File: src/rtl/exp_bus_consts.svh
// Timing counts, field positions and park levels for the expansion bus
`ifndef EXP_BUS_CONSTS_SVH
`define EXP_BUS_CONSTS_SVH
`define EXP_CLK_FIELD_LSB      3
`define EXP_CLK_FIELD_MSB      5
`define EXP_SRC_INTERNAL       1'b0
`define EXP_SRC_EXT_PIN        1'b1
`define EXP_STROBE_CYCLES      2
`define EXP_DATA_CYCLES        4
`define EXP_PARK_LEVEL         8'h00
`define EXP_UPPER_LSB          16
`define EXP_UPPER_MSB          19
`endif

File: src/rtl/exp_bus_pkg.sv
// Types shared by the expansion bus modules
package exp_bus_pkg;
    typedef enum logic [1:0] {
        PH_IDLE,
        PH_STROBE,
        PH_DATA
    } phase_type;
endpackage : exp_bus_pkg

File: src/rtl/exp_tick_if.sv
// Carrier for the selected bus tick between the clock selector and the sequencer
`timescale 1ns/1ps
`default_nettype none
interface exp_tick_if;
    logic tick;
    modport source (output tick);
    modport sink   (input tick);
endinterface : exp_tick_if
`default_nettype wire

File: src/rtl/exp_clock_select.sv
// Expansion bus tick generator: selects source and divides by factor plus one
`timescale 1ns/1ps
`default_nettype none
`include "exp_bus_consts.svh"
module exp_clock_select (
    input  wire logic       clk_sys,
    input  wire logic       reset,
    input  wire logic       exp_bus_ext_clock,
    input  wire logic       exp_clock_source_sel,
    input  wire logic [1:0] exp_clock_factor,
    exp_tick_if.source      tick_out
);
    logic       ext_meta_reg;
    logic       ext_sync_reg;
    logic       ext_prev_reg;
    logic [2:0] div_reg;
    logic [2:0] div_next;
    logic       base_tick;
    logic       tick_reg;
    logic       tick_next;

    assign base_tick = (exp_clock_source_sel == `EXP_SRC_EXT_PIN) ? (ext_sync_reg & ~ext_prev_reg) : 1'b1;

    always_comb begin
        div_next  = div_reg;
        tick_next = 1'b0;
        if (base_tick) begin
            if (div_reg >= {1'b0, exp_clock_factor}) begin
                div_next  = 3'h0;
                tick_next = 1'b1;
            end else begin
                div_next = div_reg + 3'h1;
            end
        end
    end

    always_ff @(posedge clk_sys or posedge reset) begin
        if (reset) begin
            ext_meta_reg <= 1'b0;
            ext_sync_reg <= 1'b0;
            ext_prev_reg <= 1'b0;
            div_reg      <= 3'h0;
            tick_reg     <= 1'b0;
        end else begin
            ext_meta_reg <= exp_bus_ext_clock;
            ext_sync_reg <= ext_meta_reg;
            ext_prev_reg <= ext_sync_reg;
            div_reg      <= div_next;
            tick_reg     <= tick_next;
        end
    end

    assign tick_out.tick = tick_reg;

    // tick never back to back when divided
    property p_div_spacing;
        @(posedge clk_sys) disable iff (reset)
        (tick_reg && exp_clock_factor != 2'h0 ##1 $stable(exp_clock_factor)) |-> !tick_reg;
    endproperty
    a_div_spacing: assert property (p_div_spacing) else $error("tick repeated under divide");
endmodule : exp_clock_select
`default_nettype wire

File: src/rtl/boot_rom_expansion_bus.sv
// Expansion bus master for an external boot EPROM or flash
// Notes on behaviour
// - Upper address bits 19:16 valid at strobe rise
// - Low address byte follows on shared lane
// - Middle lane carries address 15:8 while selected
// - Low data lane carries data both ways
// - Shared address lane parked when idle
// - Middle lane parked when idle
// - Low data lane forced constant when idle
// - Chip select low only in data phase
// - One strobe rising edge per access
// - Strobe low on reads, high on writes
// - Write enable pulses for flash writes
// - Clock source and factor select bus clock
// - External clock drives this bus and sram_tick
// - Same clock times SRAM and boot cycles
`timescale 1ns/1ps
`default_nettype none
`include "exp_bus_consts.svh"
module boot_rom_expansion_bus
    import exp_bus_pkg::*;
#(
    parameter int STROBE_CYCLES = `EXP_STROBE_CYCLES,
    parameter int DATA_CYCLES   = `EXP_DATA_CYCLES
) (
    input  wire logic        clk_sys,
    input  wire logic        reset,
    input  wire logic        exp_bus_ext_clock,
    input  wire logic [2:0]  exp_bus_clock_config_reg,
    input  wire logic        req_valid,
    output logic             req_ready,
    input  wire logic        req_write,
    input  wire logic [19:0] req_addr,
    input  wire logic [7:0]  req_wdata,
    output logic             rsp_valid,
    output logic [7:0]       rsp_rdata,
    output logic             sram_tick,
    output logic [7:0]       upper_then_low_addr_lane,
    output logic [7:0]       mid_addr_data_lane_out,
    output logic             mid_addr_data_lane_oe,
    input  wire logic [7:0]  low_data_lane_in,
    output logic [7:0]       low_data_lane_out,
    output logic             low_data_lane_oe,
    output logic             boot_device_select_n,
    output logic             addr_strobe_output_enable_n,
    output logic             flash_write_enable_n
);
    initial begin
        if (STROBE_CYCLES < 2 || STROBE_CYCLES > 15 || DATA_CYCLES < 3 || DATA_CYCLES > 15)
            $error("boot_rom_expansion_bus: unsupported phase lengths");
    end

    localparam logic [3:0] STROBE_LAST = 4'(STROBE_CYCLES - 1);
    localparam logic [3:0] DATA_LAST   = 4'(DATA_CYCLES - 1);

    // ************************************************************
    // Bus clock selection
    // ************************************************************
    exp_tick_if tick_bus ();

    // external clock feeds only this selector
    exp_clock_select u_clock_select (
        .clk_sys              (clk_sys),
        .reset                (reset),
        .exp_bus_ext_clock    (exp_bus_ext_clock),
        .exp_clock_source_sel (exp_bus_clock_config_reg[`EXP_CLK_FIELD_MSB - `EXP_CLK_FIELD_LSB]),
        .exp_clock_factor     (exp_bus_clock_config_reg[1:0]),
        .tick_out             (tick_bus.source)
    );

    logic tick;
    assign tick = tick_bus.tick;
    assign sram_tick = tick;

    // ************************************************************
    // Data lane input synchroniser
    // ************************************************************
    logic [7:0] din_meta_reg;
    logic [7:0] din_sync_reg;

    always_ff @(posedge clk_sys or posedge reset) begin
        if (reset) begin
            din_meta_reg <= `EXP_PARK_LEVEL;
            din_sync_reg <= `EXP_PARK_LEVEL;
        end else begin
            din_meta_reg <= low_data_lane_in;
            din_sync_reg <= din_meta_reg;
        end
    end

    // ************************************************************
    // Access sequencer
    // ************************************************************
    phase_type   phase_reg;
    phase_type   phase_next;
    logic [3:0]  cnt_reg;
    logic [3:0]  cnt_next;
    logic        write_reg;
    logic        write_next;
    logic [19:0] addr_reg;
    logic [19:0] addr_next;
    logic [7:0]  wdata_reg;
    logic [7:0]  wdata_next;
    logic [7:0]  rdata_reg;
    logic [7:0]  rdata_next;
    logic        rsp_reg;
    logic        rsp_next;

    assign req_ready = (phase_reg == PH_IDLE);

    always_comb begin
        phase_next = phase_reg;
        cnt_next   = cnt_reg;
        write_next = write_reg;
        addr_next  = addr_reg;
        wdata_next = wdata_reg;
        rdata_next = rdata_reg;
        rsp_next   = 1'b0;
        unique case (phase_reg)
            PH_IDLE: begin
                if (req_valid) begin
                    phase_next = PH_STROBE;
                    cnt_next   = 4'h0;
                    write_next = req_write;
                    addr_next  = req_addr;
                    wdata_next = req_wdata;
                end
            end
            PH_STROBE: begin
                if (tick) begin
                    if (cnt_reg == STROBE_LAST) begin
                        phase_next = PH_DATA;
                        cnt_next   = 4'h0;
                    end else begin
                        cnt_next = cnt_reg + 4'h1;
                    end
                end
            end
            PH_DATA: begin
                if (tick) begin
                    if (cnt_reg == DATA_LAST) begin
                        phase_next = PH_IDLE;
                        cnt_next   = 4'h0;
                        rsp_next   = 1'b1;
                        if (!write_reg) begin
                            rdata_next = din_sync_reg;
                        end
                    end else begin
                        cnt_next = cnt_reg + 4'h1;
                    end
                end
            end
        endcase
    end

    always_ff @(posedge clk_sys or posedge reset) begin
        if (reset) begin
            phase_reg <= PH_IDLE;
            cnt_reg   <= 4'h0;
            write_reg <= 1'b0;
            addr_reg  <= 20'h00000;
            wdata_reg <= `EXP_PARK_LEVEL;
            rdata_reg <= `EXP_PARK_LEVEL;
            rsp_reg   <= 1'b0;
        end else begin
            phase_reg <= phase_next;
            cnt_reg   <= cnt_next;
            write_reg <= write_next;
            addr_reg  <= addr_next;
            wdata_reg <= wdata_next;
            rdata_reg <= rdata_next;
            rsp_reg   <= rsp_next;
        end
    end

    assign rsp_valid = rsp_reg;
    assign rsp_rdata = rdata_reg;

    // ************************************************************
    // Pin drivers, registered
    // ************************************************************
    logic [7:0] ua_next;
    logic [7:0] ua_reg;
    logic [7:0] mid_next;
    logic [7:0] mid_reg;
    logic [7:0] dout_next;
    logic [7:0] dout_reg;
    logic       doe_next;
    logic       doe_reg;
    logic       cs_n_next;
    logic       cs_n_reg;
    logic       oe_n_next;
    logic       oe_n_reg;
    logic       we_n_next;
    logic       we_n_reg;

    always_comb begin
        ua_next   = `EXP_PARK_LEVEL;
        mid_next  = `EXP_PARK_LEVEL;
        dout_next = `EXP_PARK_LEVEL;
        doe_next  = 1'b1;
        cs_n_next = 1'b1;
        oe_n_next = 1'b1;
        we_n_next = 1'b1;
        unique case (phase_next)
            PH_IDLE: begin
            end
            PH_STROBE: begin
                ua_next   = {4'h0, addr_next[`EXP_UPPER_MSB:`EXP_UPPER_LSB]};
                // low, then rises on last strobe tick while upper byte stands
                oe_n_next = (cnt_next == STROBE_LAST);
            end
            PH_DATA: begin
                ua_next   = addr_next[7:0];
                mid_next  = addr_next[15:8];
                cs_n_next = 1'b0;
                // drive on writes, release on reads
                dout_next = write_next ? wdata_next : `EXP_PARK_LEVEL;
                doe_next  = write_next;
                oe_n_next = write_next;
                // write pulse inside the select window
                we_n_next = !(write_next && cnt_next != 4'h0 && cnt_next != DATA_LAST);
            end
        endcase
    end

    // Strobe ending one cycle early would violate latch setup, hence the gap
    always_ff @(posedge clk_sys or posedge reset) begin
        if (reset) begin
            ua_reg   <= `EXP_PARK_LEVEL;
            mid_reg  <= `EXP_PARK_LEVEL;
            dout_reg <= `EXP_PARK_LEVEL;
            doe_reg  <= 1'b1;
            cs_n_reg <= 1'b1;
            oe_n_reg <= 1'b1;
            we_n_reg <= 1'b1;
        end else begin
            ua_reg   <= ua_next;
            mid_reg  <= mid_next;
            dout_reg <= dout_next;
            doe_reg  <= doe_next;
            cs_n_reg <= cs_n_next;
            oe_n_reg <= oe_n_next;
            we_n_reg <= we_n_next;
        end
    end

    assign upper_then_low_addr_lane    = ua_reg;
    assign mid_addr_data_lane_out      = mid_reg;
    assign mid_addr_data_lane_oe       = 1'b1;
    assign low_data_lane_out           = dout_reg;
    assign low_data_lane_oe            = doe_reg;
    assign boot_device_select_n        = cs_n_reg;
    assign addr_strobe_output_enable_n = oe_n_reg;
    assign flash_write_enable_n        = we_n_reg;

    // ************************************************************
    // Checks
    // ************************************************************
    logic [19:0] addr_q;
    always_ff @(posedge clk_sys or posedge reset) begin
        if (reset) begin
            addr_q <= 20'h00000;
        end else begin
            addr_q <= addr_reg;
        end
    end

    property p_upper_at_rise;
        @(posedge clk_sys) disable iff (reset)
        $rose(addr_strobe_output_enable_n) && $past(boot_device_select_n) |-> upper_then_low_addr_lane == {4'h0, addr_q[19:16]};
    endproperty
    a_upper_at_rise: assert property (p_upper_at_rise) else $error("upper address not valid at strobe rise");

    property p_low_in_data;
        @(posedge clk_sys) disable iff (reset)
        !boot_device_select_n |-> upper_then_low_addr_lane == addr_q[7:0];
    endproperty
    a_low_in_data: assert property (p_low_in_data) else $error("low address missing in data phase");

    property p_mid_in_data;
        @(posedge clk_sys) disable iff (reset)
        !boot_device_select_n |-> mid_addr_data_lane_out == addr_q[15:8];
    endproperty
    a_mid_in_data: assert property (p_mid_in_data) else $error("middle address missing while selected");

    property p_idle_parked;
        @(posedge clk_sys) disable iff (reset)
        $past(phase_reg == PH_IDLE) && phase_reg == PH_IDLE |->
            upper_then_low_addr_lane == 8'h00 && mid_addr_data_lane_out == 8'h00 && low_data_lane_out == 8'h00
            && low_data_lane_oe;
    endproperty
    a_idle_parked: assert property (p_idle_parked) else $error("lanes not parked while idle");

    property p_cs_only_data;
        @(posedge clk_sys) disable iff (reset)
        !boot_device_select_n |-> phase_reg == PH_DATA;
    endproperty
    a_cs_only_data: assert property (p_cs_only_data) else $error("select outside data phase");

    property p_read_oe;
        @(posedge clk_sys) disable iff (reset)
        !boot_device_select_n && !write_reg |-> !addr_strobe_output_enable_n && !low_data_lane_oe;
    endproperty
    a_read_oe: assert property (p_read_oe) else $error("read without output enable");

    property p_write_no_oe;
        @(posedge clk_sys) disable iff (reset)
        !boot_device_select_n && write_reg |-> addr_strobe_output_enable_n && low_data_lane_oe
            && low_data_lane_out == wdata_reg;
    endproperty
    a_write_no_oe: assert property (p_write_no_oe) else $error("write drove output enable");

    property p_we_inside_cs;
        @(posedge clk_sys) disable iff (reset)
        !flash_write_enable_n |-> !boot_device_select_n && write_reg;
    endproperty
    a_we_inside_cs: assert property (p_we_inside_cs) else $error("write enable outside flash write");

    property p_strobe_then_data;
        @(posedge clk_sys) disable iff (reset)
        $rose(phase_reg == PH_STROBE) |-> !addr_strobe_output_enable_n && boot_device_select_n;
    endproperty
    a_strobe_then_data: assert property (p_strobe_then_data) else $error("strobe phase malformed");
endmodule : boot_rom_expansion_bus
`default_nettype wire

File: config.mk
export PLATFORM = sky130hd
export DESIGN_NAME = boot_rom_expansion_bus
export DESIGN_NICKNAME = d
export VERILOG_FILES = /design/src/rtl/exp_bus_pkg.sv /design/src/rtl/exp_tick_if.sv /design/src/rtl/exp_clock_select.sv /design/src/rtl/boot_rom_expansion_bus.sv
export VERILOG_INCLUDE_DIRS = /design/src /design/src/rtl
export SDC_FILE = /design/constraint.sdc
export NUM_CORES = 1
export LEC_CHECK = 0
export ABC_CLOCK_PERIOD_IN_PS = 8200
export BUFFER_PORTS_ARGS = -buffer_cell sky130_fd_sc_hd__buf_2
export CORE_UTILIZATION = 40
export DETAILED_ROUTE_END_ITERATION = 7
export PLACE_DENSITY_LB_ADDON = 0.12
export SKIP_LAST_GASP = 1
export SLEW_MARGIN = 40
export SYNTH_ARGS = -nofsm -noshare
export SYNTH_HDL_FRONTEND = slang
export SYNTH_SLANG_ARGS = --single-unit
File: constraint.sdc
create_clock -name clk_sys -period 8.2 [get_ports clk_sys]
set_input_delay 1.64 -clock clk_sys [delete_from_list [all_inputs] [get_ports clk_sys]]
set_output_delay 1.64 -clock clk_sys [all_outputs]
set_load 0.005 [all_outputs]
==> results of run 1 <==
critical path, stage by stage:
cell and delay [ns]:
buf_2 0.13, nor2_1 0.20, o21ai_0 0.13, o21ai_0 0.15
ha_1 0.58, inv_1 0.14, nor2_1 0.43, a32o_1 0.19
metrics by stage:
| step | utilization (%) | worst slack [ns] | area [um2] | power (mW) | std cells |
|---|---|---|---|---|---|
| 4_1_cts | 49.7 | 4.85 | 4310 | 1.33 | 440 |
| 3_5_place_dp | 46.8 | 4.45 | 4070 | 0.956 | 424 |
| 2_1_floorplan | - | 4.09 | 3550 | 0.872 | 241 |
| 6_report | 49.7 | 4.89 | 4310 | 1.31 | 440 |
| 3_3_place_gp | 46.8 | 4.48 | 4070 | 0.949 | 424 |
| 5_1_grt | 49.7 | 4.55 | 4310 | 1.40 | 440 |
metal layers:
| layer | vias to the layer above | track usage [%] | wire (um) |
|---|---|---|---|
| li1 | 990 | - | - |
| met1 | 1060 | 20.5 | 2880 |
| met2 | 43 | 23.6 | 3040 |
| met3 | 9 | 3.40 | 255 |
| met4 | 0 | 8.21 | 87 |
| met5 | - | 0 | 0 |
cell families (layout without fill, tap and decap cells):
kind of cell,count (synthesis),count (layout),share of synthesized area [%]
xor gates and xnor gates,1,1,0.246
adders and majority gates,10,10,3.52
and+or+nand+nor,50,50,8.20
buffers and inverters,21,112,2.75
AOI/OAI and AO/OA,25,25,6.13
other,1,1,0.105
muxes,38,38,12.0
DFF,95,95,67.0
final cells by class:
class	count	share of cell area (%)
clock buffer	10	2.96
multi-input combinational	125	24.9
sequential	95	55.2
inverter	12	1.10
clock inverter	6	2.70
timing repair buffer	84	9.95
tap	108	3.13
where the power goes:
| group | internal (mW) | total (mW) | switching, mW | leakage (nW) |
|---|---|---|---|---|
| sequential | 0.573 | 0.610 | 0.0368 | 1.20 |
| combinational | 0.163 | 0.331 | 0.169 | 0.899 |
| clock | 0.205 | 0.366 | 0.161 | 0.121 |
cell usage after synthesis, drive strengths merged (2+ instances only):
cell	n	area share [%]
dfrtp	91	64
mux2	38	12
and2	14	2.5
inv	12	1.3
ha	10	3.5
and3	8	1.4
buf	8	1.4
nor2	8	0.84
a32o	5	1.4
nand2	5	0.53
dfstp	4	3.0
nand2b	4	0.70
o21ai	4	0.88
a21oi	3	0.42
a22o	3	0.74
nor2b	3	0.53
a21o	2	0.42
nand3	2	0.28
final timing paths:
check / startpoint / to / slack [ns] / depth (start not counted)
max in group asynchronous: reset / addr_strobe_output_enable_n$_DFF_PP1_ / 6.05 / 3
min in group asynchronous: reset / din_meta_reg[0]$_DFF_PP0_ / 1.28 / 2
setup reg to reg: phase_reg[0]$_DFF_PP0_ / upper_then_low_addr_lane[2]$_DFF_PP0_ / 5.28 / 10
hold / removal: u_clock_select.ext_meta_reg$_DFF_PP0_ / u_clock_select.ext_sync_reg$_DFF_PP0_ / 0.35 / 0
setup / recovery: req_valid / upper_then_low_addr_lane[2]$_DFF_PP0_ / 4.89 / 8
hold reg to reg: u_clock_select.ext_meta_reg$_DFF_PP0_ / u_clock_select.ext_sync_reg$_DFF_PP0_ / 0.35 / 0
==> impl_metrics.tcl, run 1 <==
set metrics [dict create \
    rsz0062_at_grt "no" \
    multi_input_area_um2 1070 \
    cts_made_buffers 9 \
    synthArstFlopShare_pct 100 \
    status "completed" \
    vias 2102 \
    final_common_cell "dfrtp_1" \
    start_util_pct 41.0 \
    finalMaxSlewViolations 0 \
    portBuffers 82 \
    grt_max_degree 62 \
    arrival_ns 3.60 \
    gp_congestion 0.819 \
    vdd_drop_max_mv 0.105 \
    clockBufferDepth 2 \
    cts_sinks 95 \
    overflow 0 \
    power.density_nw_per_um2 303 \
    grt_pass1_vias 2071 \
    synth_area_um2 3550 \
    finalCriticalPeriod_ns 3.31 \
    largest_reg_flops 20 \
    end_kind "register" \
    seq_area_um2 2380 \
    synth-seq-area-share_pct 67.0 \
    tns_ns 0 \
    final-setup-viol-count 0 \
    antenna_found_initial 0 \
    drt_iter0_markers 28 \
    syn-num-nets 295 \
    ys.flop_type "dfrtp_1" \
    synth_cell_type_count 41 \
    drive_above_1_share_pct 43.1 \
    crit_type "primary input to register" \
    firstDrtPassIters 4 \
    maxCapViolations 0 \
    worstPathMaxFanout 19 \
    cp-start-kind "primary input" \
    cts_tree "yes" \
    wl_mm 6.27 \
    die_area_um2 9270 \
    route.detailed.drc 0 \
    rows 34 \
    fin_crit_sh_pct 40.4 \
    insertion_delay_ns 0.36 \
    fin_skew_ns 0.0114 \
    globalRouteTotalUtil_pct 15.4 \
    path_clk_slew_ns 0.08 \
    syn_area_per_cell_um2 14.7 \
    timing.hold.ws_ns 0.353 \
    wl_per_cell_um 14.3 \
    die_w_um 96.3 \
    fill_cells 806 \
    cts.repair.resized 0 \
    worst_pin_slew_ns 0.575 \
    yosys_register_bits 95 \
    drt.antenna.violating_nets 0 \
    ioPinCount 84 \
    vias_per_cell 4.78 \
    yosysWarningCount 0 \
    synth_edf_count 0 \
    timing.final.hold_violations 0 \
    hp-class "register to register" \
    synthCells 241 \
    fmax_mhz 302 \
    slew_headroom_pct 61.6 \
    die_h_um 96.3 \
    area_growth_pct 21.3 \
    hold_buffers 0 \
    hpwl_mm 4.26 \
    p_leak_nw 2.22 \
    cts_root_buffer "clkbuf_8" \
    nets 381 \
    core_area_um2 8680 \
    diodes 0 \
    final_cell_mix "91 x dfrtp_1, 82 x buf_2, 31 x mux2_2" \
    cts_setup_buffers 0 \
    cts_max_level 3 \
    cp.required_ns 8.49 \
    grt_pass1_wl_mm 10.4 \
]
No activity file was read; power rests on OpenSTA's default activity.
==> run 2, diff against run 1 <==
--- a/config.mk
+++ b/config.mk
@@ -6,7 +6,7 @@
 export SDC_FILE = /design/constraint.sdc
 export NUM_CORES = 1
 export LEC_CHECK = 0
-export ABC_CLOCK_PERIOD_IN_PS = 8200
+export ABC_CLOCK_PERIOD_IN_PS = 2900
 export BUFFER_PORTS_ARGS = -buffer_cell sky130_fd_sc_hd__buf_2
 export CORE_UTILIZATION = 40
 export DETAILED_ROUTE_END_ITERATION = 7
==> constraint.sdc (replaced) <==
create_clock -name clk_sys -period 2.9 [get_ports clk_sys]
set_input_delay 0.58 -clock clk_sys [delete_from_list [all_inputs] [get_ports clk_sys]]
set_output_delay 0.58 -clock clk_sys [all_outputs]
set_load 0.005 [all_outputs]
==> run 2 against run 1 <==
Compared with the run above:
- global-route usage shrank 1.4 points
- largest cell class unchanged
- critical endpoint is now upper_then_low_addr_lane[7]$_DFF_PP0_
- routed wire length shrank 2.4%
- highest routed layer unchanged
- sequential power grew to 2.8 times the previous value
- final area shrank 0.32%
==> impl_metrics.tcl, run 2 (same netlist as run 1, synthesis figures left out) <==
set metrics [dict create \
    status "completed" \
    arrival_ns 2.82 \
    vias_per_cell 4.72 \
    diodes 0 \
    cts_tree "yes" \
    hold_buffers 0 \
    fin_skew_ns 0.0112 \
    overflow 0 \
    p_switching_mw 1.05 \
    reg2reg_from "phase_reg[0]$_DFF_PP0_" \
    cts_made_buffers 9 \
    wl_per_cell_um 13.8 \
    netSwitchingFraction_pct 30.2 \
    vias 2099 \
    globalRouteTotalUtil_pct 14.1 \
    crit_type "register to register" \
    maxCapViolations 0 \
    cts_sinks 95 \
    vdd_drop_max_mv 0.364 \
    cts_root_buffer "clkbuf_8" \
    cp-start-kind "register" \
    p_seq_share_pct 49.6 \
    area_growth_pct 20.9 \
    core_area_um2 8680 \
    cp.required_ns 3.19 \
    postPlaceCellArea_um2 4120 \
    place_inst 429 \
    clkPwrFrac_pct 23.1 \
    largest_reg_flops 20 \
    end_kind "register" \
    firstDrtPassIters 4 \
    finalMaxSlewViolations 0 \
    portBuffers 82 \
    grt_pass1_wl_mm 9.50 \
    ioPinCount 84 \
    hp-class "primary input to register" \
    final_cell_area_um2 4300 \
    slew_headroom_pct 51.1 \
    start_util_pct 41.0 \
    path_clk_slew_ns 0.10 \
    worstPathMaxFanout 9 \
    rsz0062_at_grt "no" \
    die_area_um2 9270 \
    timing.final.hold_violations 0 \
    grt_max_degree 35 \
    worst_pin_slew_ns 0.732 \
    p_int_mw 2.42 \
    antenna_found_initial 0 \
    drt.antenna.violating_nets 0 \
    layout.cells.non_filler 445 \
    setup_slack_ns 0.378 \
    nets 386 \
    crit_path_top_delay_cell "ha_1" \
    power.density_nw_per_um2 806 \
    hpwl_mm 4.37 \
    p_leak_nw 2.20 \
    die_w_um 96.3 \
    die_h_um 96.3 \
    grt_pass1_vias 1937 \
    clockBufferDepth 2 \
    max_stage_delay_ns 0.41 \
    cp_cell_sequence "inv_1 > ha_1 > nand2_1 > o21ai_4 > o21ai_0 > o21ai_0 > ha_1 > nor2_1 > and2_1" \
    gp_congestion 0.827 \
    fin_crit_sh_pct 87.0 \
    place_ws_ns 0.378 \
    fmax_mhz 397 \
    route.detailed.drc 0 \
    tns_ns 0 \
    finalCriticalPeriod_ns 2.52 \
    final_common_cell "dfrtp_1" \
    drive_above_1_share_pct 43.9 \
    comb_power_share_pct 27.3 \
    insertion_delay_ns 0.36 \
    final-setup-viol-count 0 \
    cts_max_level 3 \
    hp-start "low_data_lane_in[0]" \
    drt_iter0_markers 48 \
    cts_setup_buffers 0 \
    rows 34 \
    crit_start "phase_reg[0]$_DFF_PP0_" \
    final_cell_mix "91 x dfrtp_1, 82 x buf_2, 31 x mux2_2" \
    fill_cells 790 \
    cts.repair.resized 0 \
    wl_mm 6.12 \
]
## run 2: changes by cell type in the layout (fill, tap and decap cells not counted)
cell / before / now
buf_12: 0 / 1
buf_4: 1 / 6
buf_6: 1 / 0
bufinv_16: 3 / 0
clkinvlp_4: 0 / 3
inv_4: 1 / 0
inv_6: 1 / 0
inv_8: 0 / 2
## run 2: worst max-delay path, delay by kind of cell (launching register included)
kind	cells	cell delay (ns)
DFF	1	0.40
AOI/OAI and AO/OA	3	0.45
buffers and inverters	1	0.08
adders and majority gates	2	0.77
and+or+nand+nor	3	0.75
## run 2: area by class of cell
class,count,area [um2],share of cell area [%]
Clock buffer,10,128,2.97
Clock inverter,6,55.1,1.28
Inverter,12,48.8,1.14
Multi-Input combinational cell,125,1070,25.0
Sequential cell,95,2380,55.4
Tap cell,108,135,3.14
Timing Repair Buffer,89,475,11.1
## run 2: path summary, 6_finish.rpt
kind,to,cells past startpoint,slack (ns)
worst min register to register,din_sync_reg[6]$_DFF_PP0_,0,0.35
worst max-delay path,upper_then_low_addr_lane[7]$_DFF_PP0_,9,0.38
max in group asynchronous,boot_device_select_n$_DFF_PP1_,3,1.85
worst min-delay path,din_meta_reg[0]$_DFF_PP0_,1,0.32
worst max register to register,upper_then_low_addr_lane[7]$_DFF_PP0_,9,0.38
min in group asynchronous,din_meta_reg[7]$_DFF_PP0_,2,0.33
## run 2: layer usage
layer	share of wire [%]	up-vias	GRT usage [%]	wire [um]
li1	-	1002	-	-
met1	45	1043	17.5	2780
met2	48	46	22.1	2920
met3	5.4	8	5.61	333
met4	1.5	0	5.22	90
met5	0	-	0	0
## run 2: power by group through the flow
stage | sequential [mW] | clock [mW] | combinational (mW)
final | 1.72 | 0.800 | 0.946
after global routing | 1.75 | 0.887 | 1.06
after CTS | 1.72 | 0.838 | 0.969
after detailed placement | 1.75 | 0 | 0.968
after global placement | 1.74 | 0 | 0.951
after floorplan | 1.72 | 0 | 0.743
## run 2: stage by stage
stage                     hold slack [ns]  util, %  power, mW
final                               0.317     49.5       3.47
after detailed placement            0.335     47.4       2.72
after global placement              0.332     47.4       2.69
after global routing                0.275     49.5       3.70
after CTS                           0.292     49.5       3.53
after floorplan                     0.331        -       2.46
